[config.mk]
export PLATFORM = sky130hd
export DESIGN_NAME = ibc_bus_cond
export DESIGN_NICKNAME = d
export VERILOG_FILES = /design/src/rtl/ibc_pkg.sv /design/src/rtl/ibc_sync2.sv /design/src/rtl/ibc_bus_cond.sv
export SDC_FILE = /design/constraint.sdc
export NUM_CORES = 1
export LEC_CHECK = 0
export BUFFER_PORTS_ARGS = -buffer_cell sky130_fd_sc_hd__buf_4
export CAP_MARGIN = 20
export CORE_ASPECT_RATIO = 2
export CORE_MARGIN = 2
export CORE_UTILIZATION = 57
export CTS_CLUSTER_DIAMETER = 100
export DETAILED_ROUTE_END_ITERATION = 10
export HOLD_SLACK_MARGIN = 0.02
export PLACE_DENSITY_LB_ADDON = 0.12
export SKIP_CTS_REPAIR_TIMING = 1
export SYNTH_ARGS = -nofsm -noshare
export SYNTH_HDL_FRONTEND = slang
export SYNTH_HIERARCHICAL = 1
export SYNTH_SLANG_ARGS = --single-unit
[constraint.sdc]
create_clock -name i_core_clk -period 2.4 [get_ports i_core_clk]
set_input_delay 0 -clock i_core_clk [delete_from_list [all_inputs] [get_ports i_core_clk]]
set_output_delay 0 -clock i_core_clk [all_outputs]
set_load 0.01 [all_outputs]
[src/rtl/ibc_pkg.sv]
// Constants, state codes and carrier structs for the bus-condition block.
// Assumes a 250 MHz core clock and open-drain lines resolved outside.
// How it works
// [RULE1] Start is data falling while clock stays high.
// [RULE2] Only a master issues Start; it moves the bus from Idle to Active.
// [RULE3] Bus is Idle when no master owns it and both lines are high.
// [RULE4] Stop is data rising while clock stays high.
// [RULE5] Stop counts only after a clock-low period since the Start.
// [RULE6] Restart is accepted exactly where a Stop would be accepted.
// [RULE7] Restart resets slave logic like Start and awaits a new address.
// [RULE8] Master reading a 10-bit slave first matches both bytes as write, then restarts.
// [RULE9] After full 10-bit match, restart and read header, hold clock low, fetch data.
// [RULE10] Hold select stretches data hold after clock fall to at least 300 ns.
// [RULE11] Collision flagged when data reads low while we output high.
// [RULE12] Address matches only when equal to the slave address setting.
// [RULE13] Match with write bit enters write request, ready for data bytes.
// [RULE14] After read request, supply every byte until Restart or Stop; the code stops supplying after a master NACK.
// [RULE15] Anyone may stall by holding clock low; others wait for release.
// [RULE16] Each unit is nine clocks: eight data bits MSB first, then acknowledge.
// [RULE17] Data changes only while clock low; sampled on clock rise.
// [RULE18] 10-bit first byte compares against 11110, two top address bits, zero.
// [RULE19] Clock and data inputs are synchronised before edge detection.
// [RULE20] Start, Stop and collision events are reported as status outputs.

package ibc_pkg;

    // Timing
    localparam int CLK_PERIOD_PS   = 4000;
    localparam int HOLD_LONG_NS    = 300;
    localparam int HOLD_SHORT_NS   = 100;
    localparam int HOLD_LONG_CYC   = (HOLD_LONG_NS * 1000 + CLK_PERIOD_PS - 1) / CLK_PERIOD_PS;
    localparam int HOLD_SHORT_CYC  = (HOLD_SHORT_NS * 1000 + CLK_PERIOD_PS - 1) / CLK_PERIOD_PS;
    localparam int HOLD_W          = 7;

    // Byte framing
    localparam logic [3:0] LAST_DATA_CNT = 4'h7;
    localparam logic [3:0] ACK_CNT       = 4'h8;
    localparam logic [4:0] TEN_PREFIX    = 5'h1e;

    typedef enum logic [5:0] {
        ST_IDLE    = 6'h01,
        ST_ADDR    = 6'h02,
        ST_ADDR_LO = 6'h04,
        ST_RX      = 6'h08,
        ST_TX      = 6'h10,
        ST_SKIP    = 6'h20
    } ibc_state_t;

    typedef struct packed {
        logic start;
        logic restart;
        logic stop;
        logic collision;
    } ibc_events_t;

    typedef struct packed {
        logic bus_active;
        logic write_req;
        logic read_req;
        logic ten_matched;
    } ibc_status_t;

    typedef struct packed {
        ibc_state_t        state;
        logic              scl_p;
        logic              sda_p;
        logic              low_seen;
        logic [3:0]        bit_cnt;
        logic [7:0]        shreg;
        logic [7:0]        tx_shift;
        logic              master_nack;
        logic [HOLD_W-1:0] hold_cnt;
        logic              sda_pend;
        logic              sda_oe;
        logic              scl_oe;
        logic              line_lvl;
        logic              tx_req;
        ibc_events_t       ev;
        ibc_status_t       st;
        logic [7:0]        rx_byte;
        logic              rx_valid;
    } ibc_core_t;

    localparam ibc_core_t CORE_RESET = '{state: ST_IDLE, scl_p: 1'b1, sda_p: 1'b1,
                                          default: '0};

endpackage : ibc_pkg

[src/rtl/ibc_sync2.sv]
// Two-stage synchroniser for asynchronous pin levels.
// Assumes lines idle high, so both stages reset to one.
`timescale 1ns/10ps
`default_nettype none

module ibc_sync2 #(
    parameter int W = 2
) (
    input  wire logic         i_core_clk,
    input  wire logic         i_reset_n,
    input  wire logic [W-1:0] i_async,
    output var  logic [W-1:0] o_sync
);

    logic [W-1:0] meta_q;

    // Width check
    initial begin
        if (W < 1) begin
            $error("ibc_sync2: W must be at least 1");
        end
    end

    // First stage feeds only the second
    always_ff @(posedge i_core_clk or negedge i_reset_n) begin
        if (!i_reset_n) begin
            meta_q <= '1;
            o_sync <= '1;
        end else begin
            meta_q <= i_async;
            o_sync <= meta_q;
        end
    end

endmodule // ibc_sync2

`default_nettype wire

[src/rtl/ibc_bus_cond.sv]
// Bus-condition detector and slave address/transfer engine for a two-wire port.
// Assumes open-drain resolution outside; pins arrive asynchronously.
`timescale 1ns/10ps
`default_nettype none

module ibc_bus_cond (
    input  wire logic                 i_core_clk,
    input  wire logic                 i_reset_n,
    input  wire logic                 i_scl_i,
    output var  logic                 o_scl_o,
    output var  logic                 o_scl_oe,
    input  wire logic                 i_sda_i,
    output var  logic                 o_sda_o,
    output var  logic                 o_sda_oe,
    input  wire logic [9:0]           i_slave_address_register,
    input  wire logic                 i_ten_bit_mode,
    input  wire logic                 i_data_hold_long_select,
    input  wire logic [7:0]           i_tx_byte,
    input  wire logic                 i_tx_valid,
    output var  logic                 o_tx_request,
    output var  logic [7:0]           o_rx_byte,
    output var  logic                 o_rx_valid,
    output var  ibc_pkg::ibc_events_t o_events,
    output var  ibc_pkg::ibc_status_t o_status
);

    ibc_pkg::ibc_core_t q;
    ibc_pkg::ibc_core_t d;
    logic [1:0]         sync_lines;
    logic               scl_s;
    logic               sda_s;
    logic               scl_rise;
    logic               scl_fall;
    logic               start_c;
    logic               stop_c;
    logic               restart_c;

    // Pin synchroniser
    ibc_sync2 #(.W(2)) u_sync (
        .i_core_clk (i_core_clk),
        .i_reset_n  (i_reset_n),
        .i_async    ({i_scl_i, i_sda_i}),
        .o_sync     (sync_lines)
    ); // RULE19

    assign scl_s = sync_lines[1];
    assign sda_s = sync_lines[0];

    // Line events from sampled levels
    assign scl_rise  = scl_s & ~q.scl_p;
    assign scl_fall  = ~scl_s & q.scl_p;
    assign start_c   = scl_s & q.scl_p & q.sda_p & ~sda_s; // RULE1
    assign stop_c    = scl_s & q.scl_p & ~q.sda_p & sda_s & q.low_seen; // RULE4 RULE5
    assign restart_c = start_c & q.st.bus_active & q.low_seen; // RULE6

    // Next-state logic
    always_comb begin
        d          = q;
        d.ev       = '0;
        d.rx_valid = 1'b0;
        d.scl_p    = scl_s;
        d.sda_p    = sda_s;
        d.line_lvl = 1'b0;
        if (!scl_s) begin
            d.low_seen = 1'b1;
        end
        // Delayed data change after clock fall
        if (q.hold_cnt > ibc_pkg::HOLD_W'(1)) begin
            d.hold_cnt = q.hold_cnt - ibc_pkg::HOLD_W'(1); // RULE10
        end else if (q.hold_cnt == ibc_pkg::HOLD_W'(1)) begin
            d.sda_oe   = q.sda_pend; // RULE17
            d.hold_cnt = '0;
        end
        // Data for a read arrives while clock is held low
        if (q.tx_req && i_tx_valid) begin
            d.tx_shift = i_tx_byte;
            d.tx_req   = 1'b0;
            d.scl_oe   = 1'b0; // RULE15
            d.sda_oe   = ~i_tx_byte[7];
            d.hold_cnt = '0;
        end
        if (start_c) begin
            d.ev.restart  = restart_c; // RULE6
            d.ev.start    = ~restart_c; // RULE2 RULE20
            d.st.bus_active = 1'b1;
            d.low_seen    = 1'b0;
            d.state       = ibc_pkg::ST_ADDR; // RULE7
            d.bit_cnt     = '0;
            d.st.write_req = 1'b0;
            d.st.read_req = 1'b0;
            d.sda_oe      = 1'b0;
            d.scl_oe      = 1'b0;
            d.tx_req      = 1'b0;
            d.hold_cnt    = '0;
        end else if (stop_c) begin
            d.ev.stop     = 1'b1; // RULE20
            d.st          = '0; // RULE3
            d.state       = ibc_pkg::ST_IDLE;
            d.sda_oe      = 1'b0;
            d.scl_oe      = 1'b0;
            d.tx_req      = 1'b0;
            d.hold_cnt    = '0;
        end else if (q.state != ibc_pkg::ST_IDLE) begin
            // Sample on rising clock
            if (scl_rise) begin
                if (q.bit_cnt < ibc_pkg::ACK_CNT) begin
                    d.shreg = {q.shreg[6:0], sda_s}; // RULE16 RULE17
                    if (q.state == ibc_pkg::ST_TX && !q.sda_oe && !sda_s) begin
                        d.ev.collision = 1'b1; // RULE11
                        d.state        = ibc_pkg::ST_SKIP;
                        d.hold_cnt     = '0;
                    end
                end else if (q.state == ibc_pkg::ST_TX) begin
                    d.master_nack = sda_s;
                end
            end
            // Advance on falling clock
            if (scl_fall) begin
                d.sda_pend = 1'b0;
                d.hold_cnt = i_data_hold_long_select ?
                             ibc_pkg::HOLD_W'(ibc_pkg::HOLD_LONG_CYC) :
                             ibc_pkg::HOLD_W'(ibc_pkg::HOLD_SHORT_CYC); // RULE10
                if (q.bit_cnt == ibc_pkg::ACK_CNT) begin
                    d.bit_cnt = '0; // RULE16
                    if (q.state == ibc_pkg::ST_TX) begin
                        if (q.master_nack) begin
                            d.state = ibc_pkg::ST_SKIP;
                        end else begin
                            d.scl_oe = 1'b1; // RULE9 RULE14 RULE15
                            d.tx_req = 1'b1;
                        end
                    end
                end else if (q.low_seen) begin // Fall that ends a start is no bit
                    d.bit_cnt = q.bit_cnt + 4'h1;
                    if (q.state == ibc_pkg::ST_TX && q.bit_cnt < ibc_pkg::LAST_DATA_CNT) begin
                        d.sda_pend = ~q.tx_shift[6]; // RULE16
                        d.tx_shift = {q.tx_shift[6:0], 1'b0};
                    end
                    if (q.bit_cnt == ibc_pkg::LAST_DATA_CNT) begin
                        case (q.state)
                            ibc_pkg::ST_ADDR: begin
                                d.state = ibc_pkg::ST_SKIP;
                                if (!i_ten_bit_mode) begin
                                    if (q.shreg[7:1] == i_slave_address_register[6:0]) begin
                                        d.sda_pend = 1'b1; // RULE12
                                        if (q.shreg[0]) begin
                                            d.st.read_req = 1'b1; // RULE14
                                            d.master_nack = 1'b0;
                                            d.state       = ibc_pkg::ST_TX;
                                        end else begin
                                            d.st.write_req = 1'b1; // RULE13
                                            d.state        = ibc_pkg::ST_RX;
                                        end
                                    end
                                end else if (q.shreg[7:1] == {ibc_pkg::TEN_PREFIX,
                                             i_slave_address_register[9:8]}) begin // RULE18
                                    if (!q.shreg[0]) begin
                                        d.sda_pend = 1'b1;
                                        d.state    = ibc_pkg::ST_ADDR_LO;
                                    end else if (q.st.ten_matched) begin
                                        d.sda_pend    = 1'b1; // RULE8 RULE9
                                        d.st.read_req = 1'b1;
                                        d.master_nack = 1'b0;
                                        d.state       = ibc_pkg::ST_TX;
                                    end
                                end
                            end
                            ibc_pkg::ST_ADDR_LO: begin
                                if (q.shreg == i_slave_address_register[7:0]) begin
                                    d.sda_pend       = 1'b1; // RULE12
                                    d.st.ten_matched = 1'b1;
                                    d.st.write_req   = 1'b1; // RULE13
                                    d.state          = ibc_pkg::ST_RX;
                                end else begin
                                    d.state = ibc_pkg::ST_SKIP;
                                end
                            end
                            ibc_pkg::ST_RX: begin
                                d.sda_pend = 1'b1;
                                d.rx_byte  = q.shreg;
                                d.rx_valid = 1'b1;
                            end
                            default: begin
                                d.sda_pend = 1'b0;
                            end
                        endcase
                    end
                end
            end
        end
    end

    // State register
    always_ff @(posedge i_core_clk or negedge i_reset_n) begin
        if (!i_reset_n) begin
            q <= ibc_pkg::CORE_RESET;
        end else begin
            q <= d;
        end
    end

    // Outputs straight from state
    assign o_scl_o      = q.line_lvl;
    assign o_scl_oe     = q.scl_oe;
    assign o_sda_o      = q.line_lvl;
    assign o_sda_oe     = q.sda_oe;
    assign o_tx_request = q.tx_req;
    assign o_rx_byte    = q.rx_byte;
    assign o_rx_valid   = q.rx_valid;
    assign o_events     = q.ev;
    assign o_status     = q.st;
endmodule // ibc_bus_cond

`default_nettype wire

==> flow_summary.toml <==
[route]
route.detailed.drc = 0
drt_iter0_markers = 66
finalWirelength_mm = 7.333
viasPerCell = 5.882
num_vias = 2441
wl_per_cell_um = 17.67
dr.pass1.iters = 4
antenna_left = 0

[worst_setup_path]
crit_path_max_fanout = 7
r2r_slack_ns = 0.22
reg2reg_to = "q[32]$_DFF_PN0_"
crit_required_ns = 2.63
crit_type = "register to register"
critPathLaunchType = "register"
cp-end-kind = "register"
reg2reg_from = "q[58]$_DFFE_PN0N_"
worstPathArrival_ns = 2.42
critical_path.startpoint = "q[58]$_DFFE_PN0N_"
reg2reg_depth = 4

[synthesis]
synthTopCellsByArea = "dfrtp_1 (42%), mux2_2 (10%), dfstp_2 (5.8%), xor2_1 (4.9%), buf_4 (4.2%)"
synthAdderAreaFrac = 0.01567
syn_area_per_cell_um2 = 10.54
yosys_warnings = 6
post_synth_and_or_nand_nor_area_fraction = 0.1861
synth_flop_cell = "dfrtp_1"
async_reset_ff_frac = 1.000
synth-compound-area-share = 0.1003
syn-instance-count = 303
synth_top_family_by_area = "simple AND/OR/NAND/NOR gates"
yosysSeqAreaShare = 0.4808
yosysTopAreaCellShare = 0.4232
synth_edf_count = 0
synth_cell_types = 51
synth_area_leader_cell = "dfrtp_1"
synth_xor_area_frac = 0.04937
muxShareOfSynthArea = 0.1054
synth-seq-cells = 61
syn_area_um2 = 3193

[grt]
antenna_found_initial = 0
grt_pass1_vias = 2569
grt_pass1_wl_mm = 12.10
grt_overflow = 0
track_usage = 0.2595
grt_max_degree = 62

[run_status]
outcome = "complete, no violations"

[clock_network]
htreeDepth = 3
cts_tree = "yes"
cts_root_buffer = "clkbuf_8"
cts_buffers = 9
worst_skew_pair.late_latency_ns = 0.35
cts.sinks = 61
path_clk_slew_ns = 0.06
clock_path_buffers = 2

[floorplanning]
initial_core_util = 0.5891
fp-row-count = 38
core_area_um2 = 5420
die_h_um = 109.8
die_w_um = 56.93
die_area_um2 = 6253
pin_count = 47

[place]
gp_congestion = 0.9296
hpwl_mm = 5.535
dpl_cell_area_um2 = 3501
dp_cells = 392
numPortBuffers = 44

[sta]
fin_crit_sh = 0.9104
setup_viol = 0
slew_headroom = 0.5008
skew_ns = 0.004048
hold_viol = 0
slew_viol_final = 0
fmax_mhz = 457.7
setup-tns-final_ns = 0
period_needed_ns = 2.185
rsz0062_at_grt = "false"
tightest_slew_ns = 0.7489

[power_and_ir_drop]
pwr_density_cell_nw_per_um2 = 874.1
p_leak_nw = 1.780
total_power_mw = 3.324
ir_worst_vdd_mv = 0.8300

[worst_hold_path]
hold_path.startpoint = "i_tx_byte[5]"
holdPathStages = 3
min_to = "q[35]$_DFF_PN0_"
hold_path.class = "primary input to register"

[finish]
final_cell_mix = "dfrtp_1 (54), buf_4 (51), mux2_2 (29), nand2_1 (26), xor2_1 (18)"
fin_area_um2 = 3802
area_growth_pct = 19.08
layout_commonest_cell = "dfrtp_1"
drive_above_1_share = 0.3211
stdcell_count = 415
layout.nets = 379
n_antenna_cell = 0

[run]
cap_violations = 0
-- metal layers --
metal  track usage  share of wire  up-vias
li1              -              -     1157
met1        0.2446           0.35     1178
met2        0.4795           0.57       69
met3       0.05176          0.035       37
met4        0.1877          0.047        0
met5             0              0        -
-- report_power, final --
part / total, mW / internal (mW) / leakage, nW / switching, mW
Sequential: 1.46 / 1.21 / 0.773 / 0.254
Combinational: 0.776 / 0.388 / 0.890 / 0.388
Clock: 1.08 / 0.687 / 0.117 / 0.396
Total: 3.32 / 2.29 / 1.78 / 1.04
-- state kept, by name (all words and copies together), names as in the netlist --
register	cells
u_sync/o_sync	2
o_sda_oe	1
o_scl_oe	1
o_events	4
o_rx_valid	1
u_sync/meta_q	2
o_status	4
o_tx_request	1
q	37
o_rx_byte	8
-- metrics by stage --
step,worst slack [ns],hold slack [ns],util
after global placement,0.3084,0.1045,0.6459
after floorplan,0.5096,-0.2956,-
after CTS,0.2294,-0.2546,0.6886
after detailed placement,0.2249,0.1093,0.6459
after global routing,0.05827,0.02367,0.7015
final,0.2150,0.01164,0.7015
-- worst max-delay path, cell delays in order (launching register included) --
cell,delay [ns]
dfrtp_1,0.42
nor4b_1,0.46
nand2_1,0.27
nor3_2,0.51
mux2_2,0.40
-- area by class of cell --
| class | instances | area (um^2) |
|---|---|---|
| repair buffers | 58 | 452.9 |
| clock inverters | 5 | 100.1 |
| well taps | 60 | 75.07 |
| fillers | 427 | 1618 |
| inverters | 11 | 41.29 |
| flip-flops and latches | 61 | 1535 |
| clock buffers | 11 | 131.4 |
| multi-input cells | 209 | 1466 |
-- kinds of logic after synthesis --
| group | count (synthesis) |
|---|---|
| buffers and inverters | 34 |
| other | 1 |
| AOI/OAI and AO/OA | 50 |
| DFF | 61 |
| xor gates and xnor gates | 18 |
| adders and majority gates | 4 |
| and+or+nand+nor | 105 |
| muxes | 30 |
-- worst max path at each step --
stage	slack [ns]	end	cells after the start
3_3_place_gp	0.31	q[36]$_DFF_PN0_	4
4_1_cts	0.23	q[32]$_DFF_PN0_	4
6_report	0.22	q[32]$_DFF_PN0_	4
3_5_place_dp	0.22	q[32]$_DFF_PN0_	4
2_1_floorplan	0.51	q[38]$_DFFE_PN0P_	5
5_1_grt	0.06	q[32]$_DFF_PN0_	4
-- synth_stat cells (5+ instances only) --
cell	number
o21a_1	6
xor2_1	18
buf_4	18
nand2_1	26
inv_1	11
nor2_1	12
o31ai_1	5
mux2_2	29
dfrtp_1	54
a21oi_1	11
dfstp_2	7
nand3_1	11
or4_1	5
nor4_1	8
o21ai_0	14
nor3_1	7
clkbuf_1	5
Power figures use the tool's default switching activity.
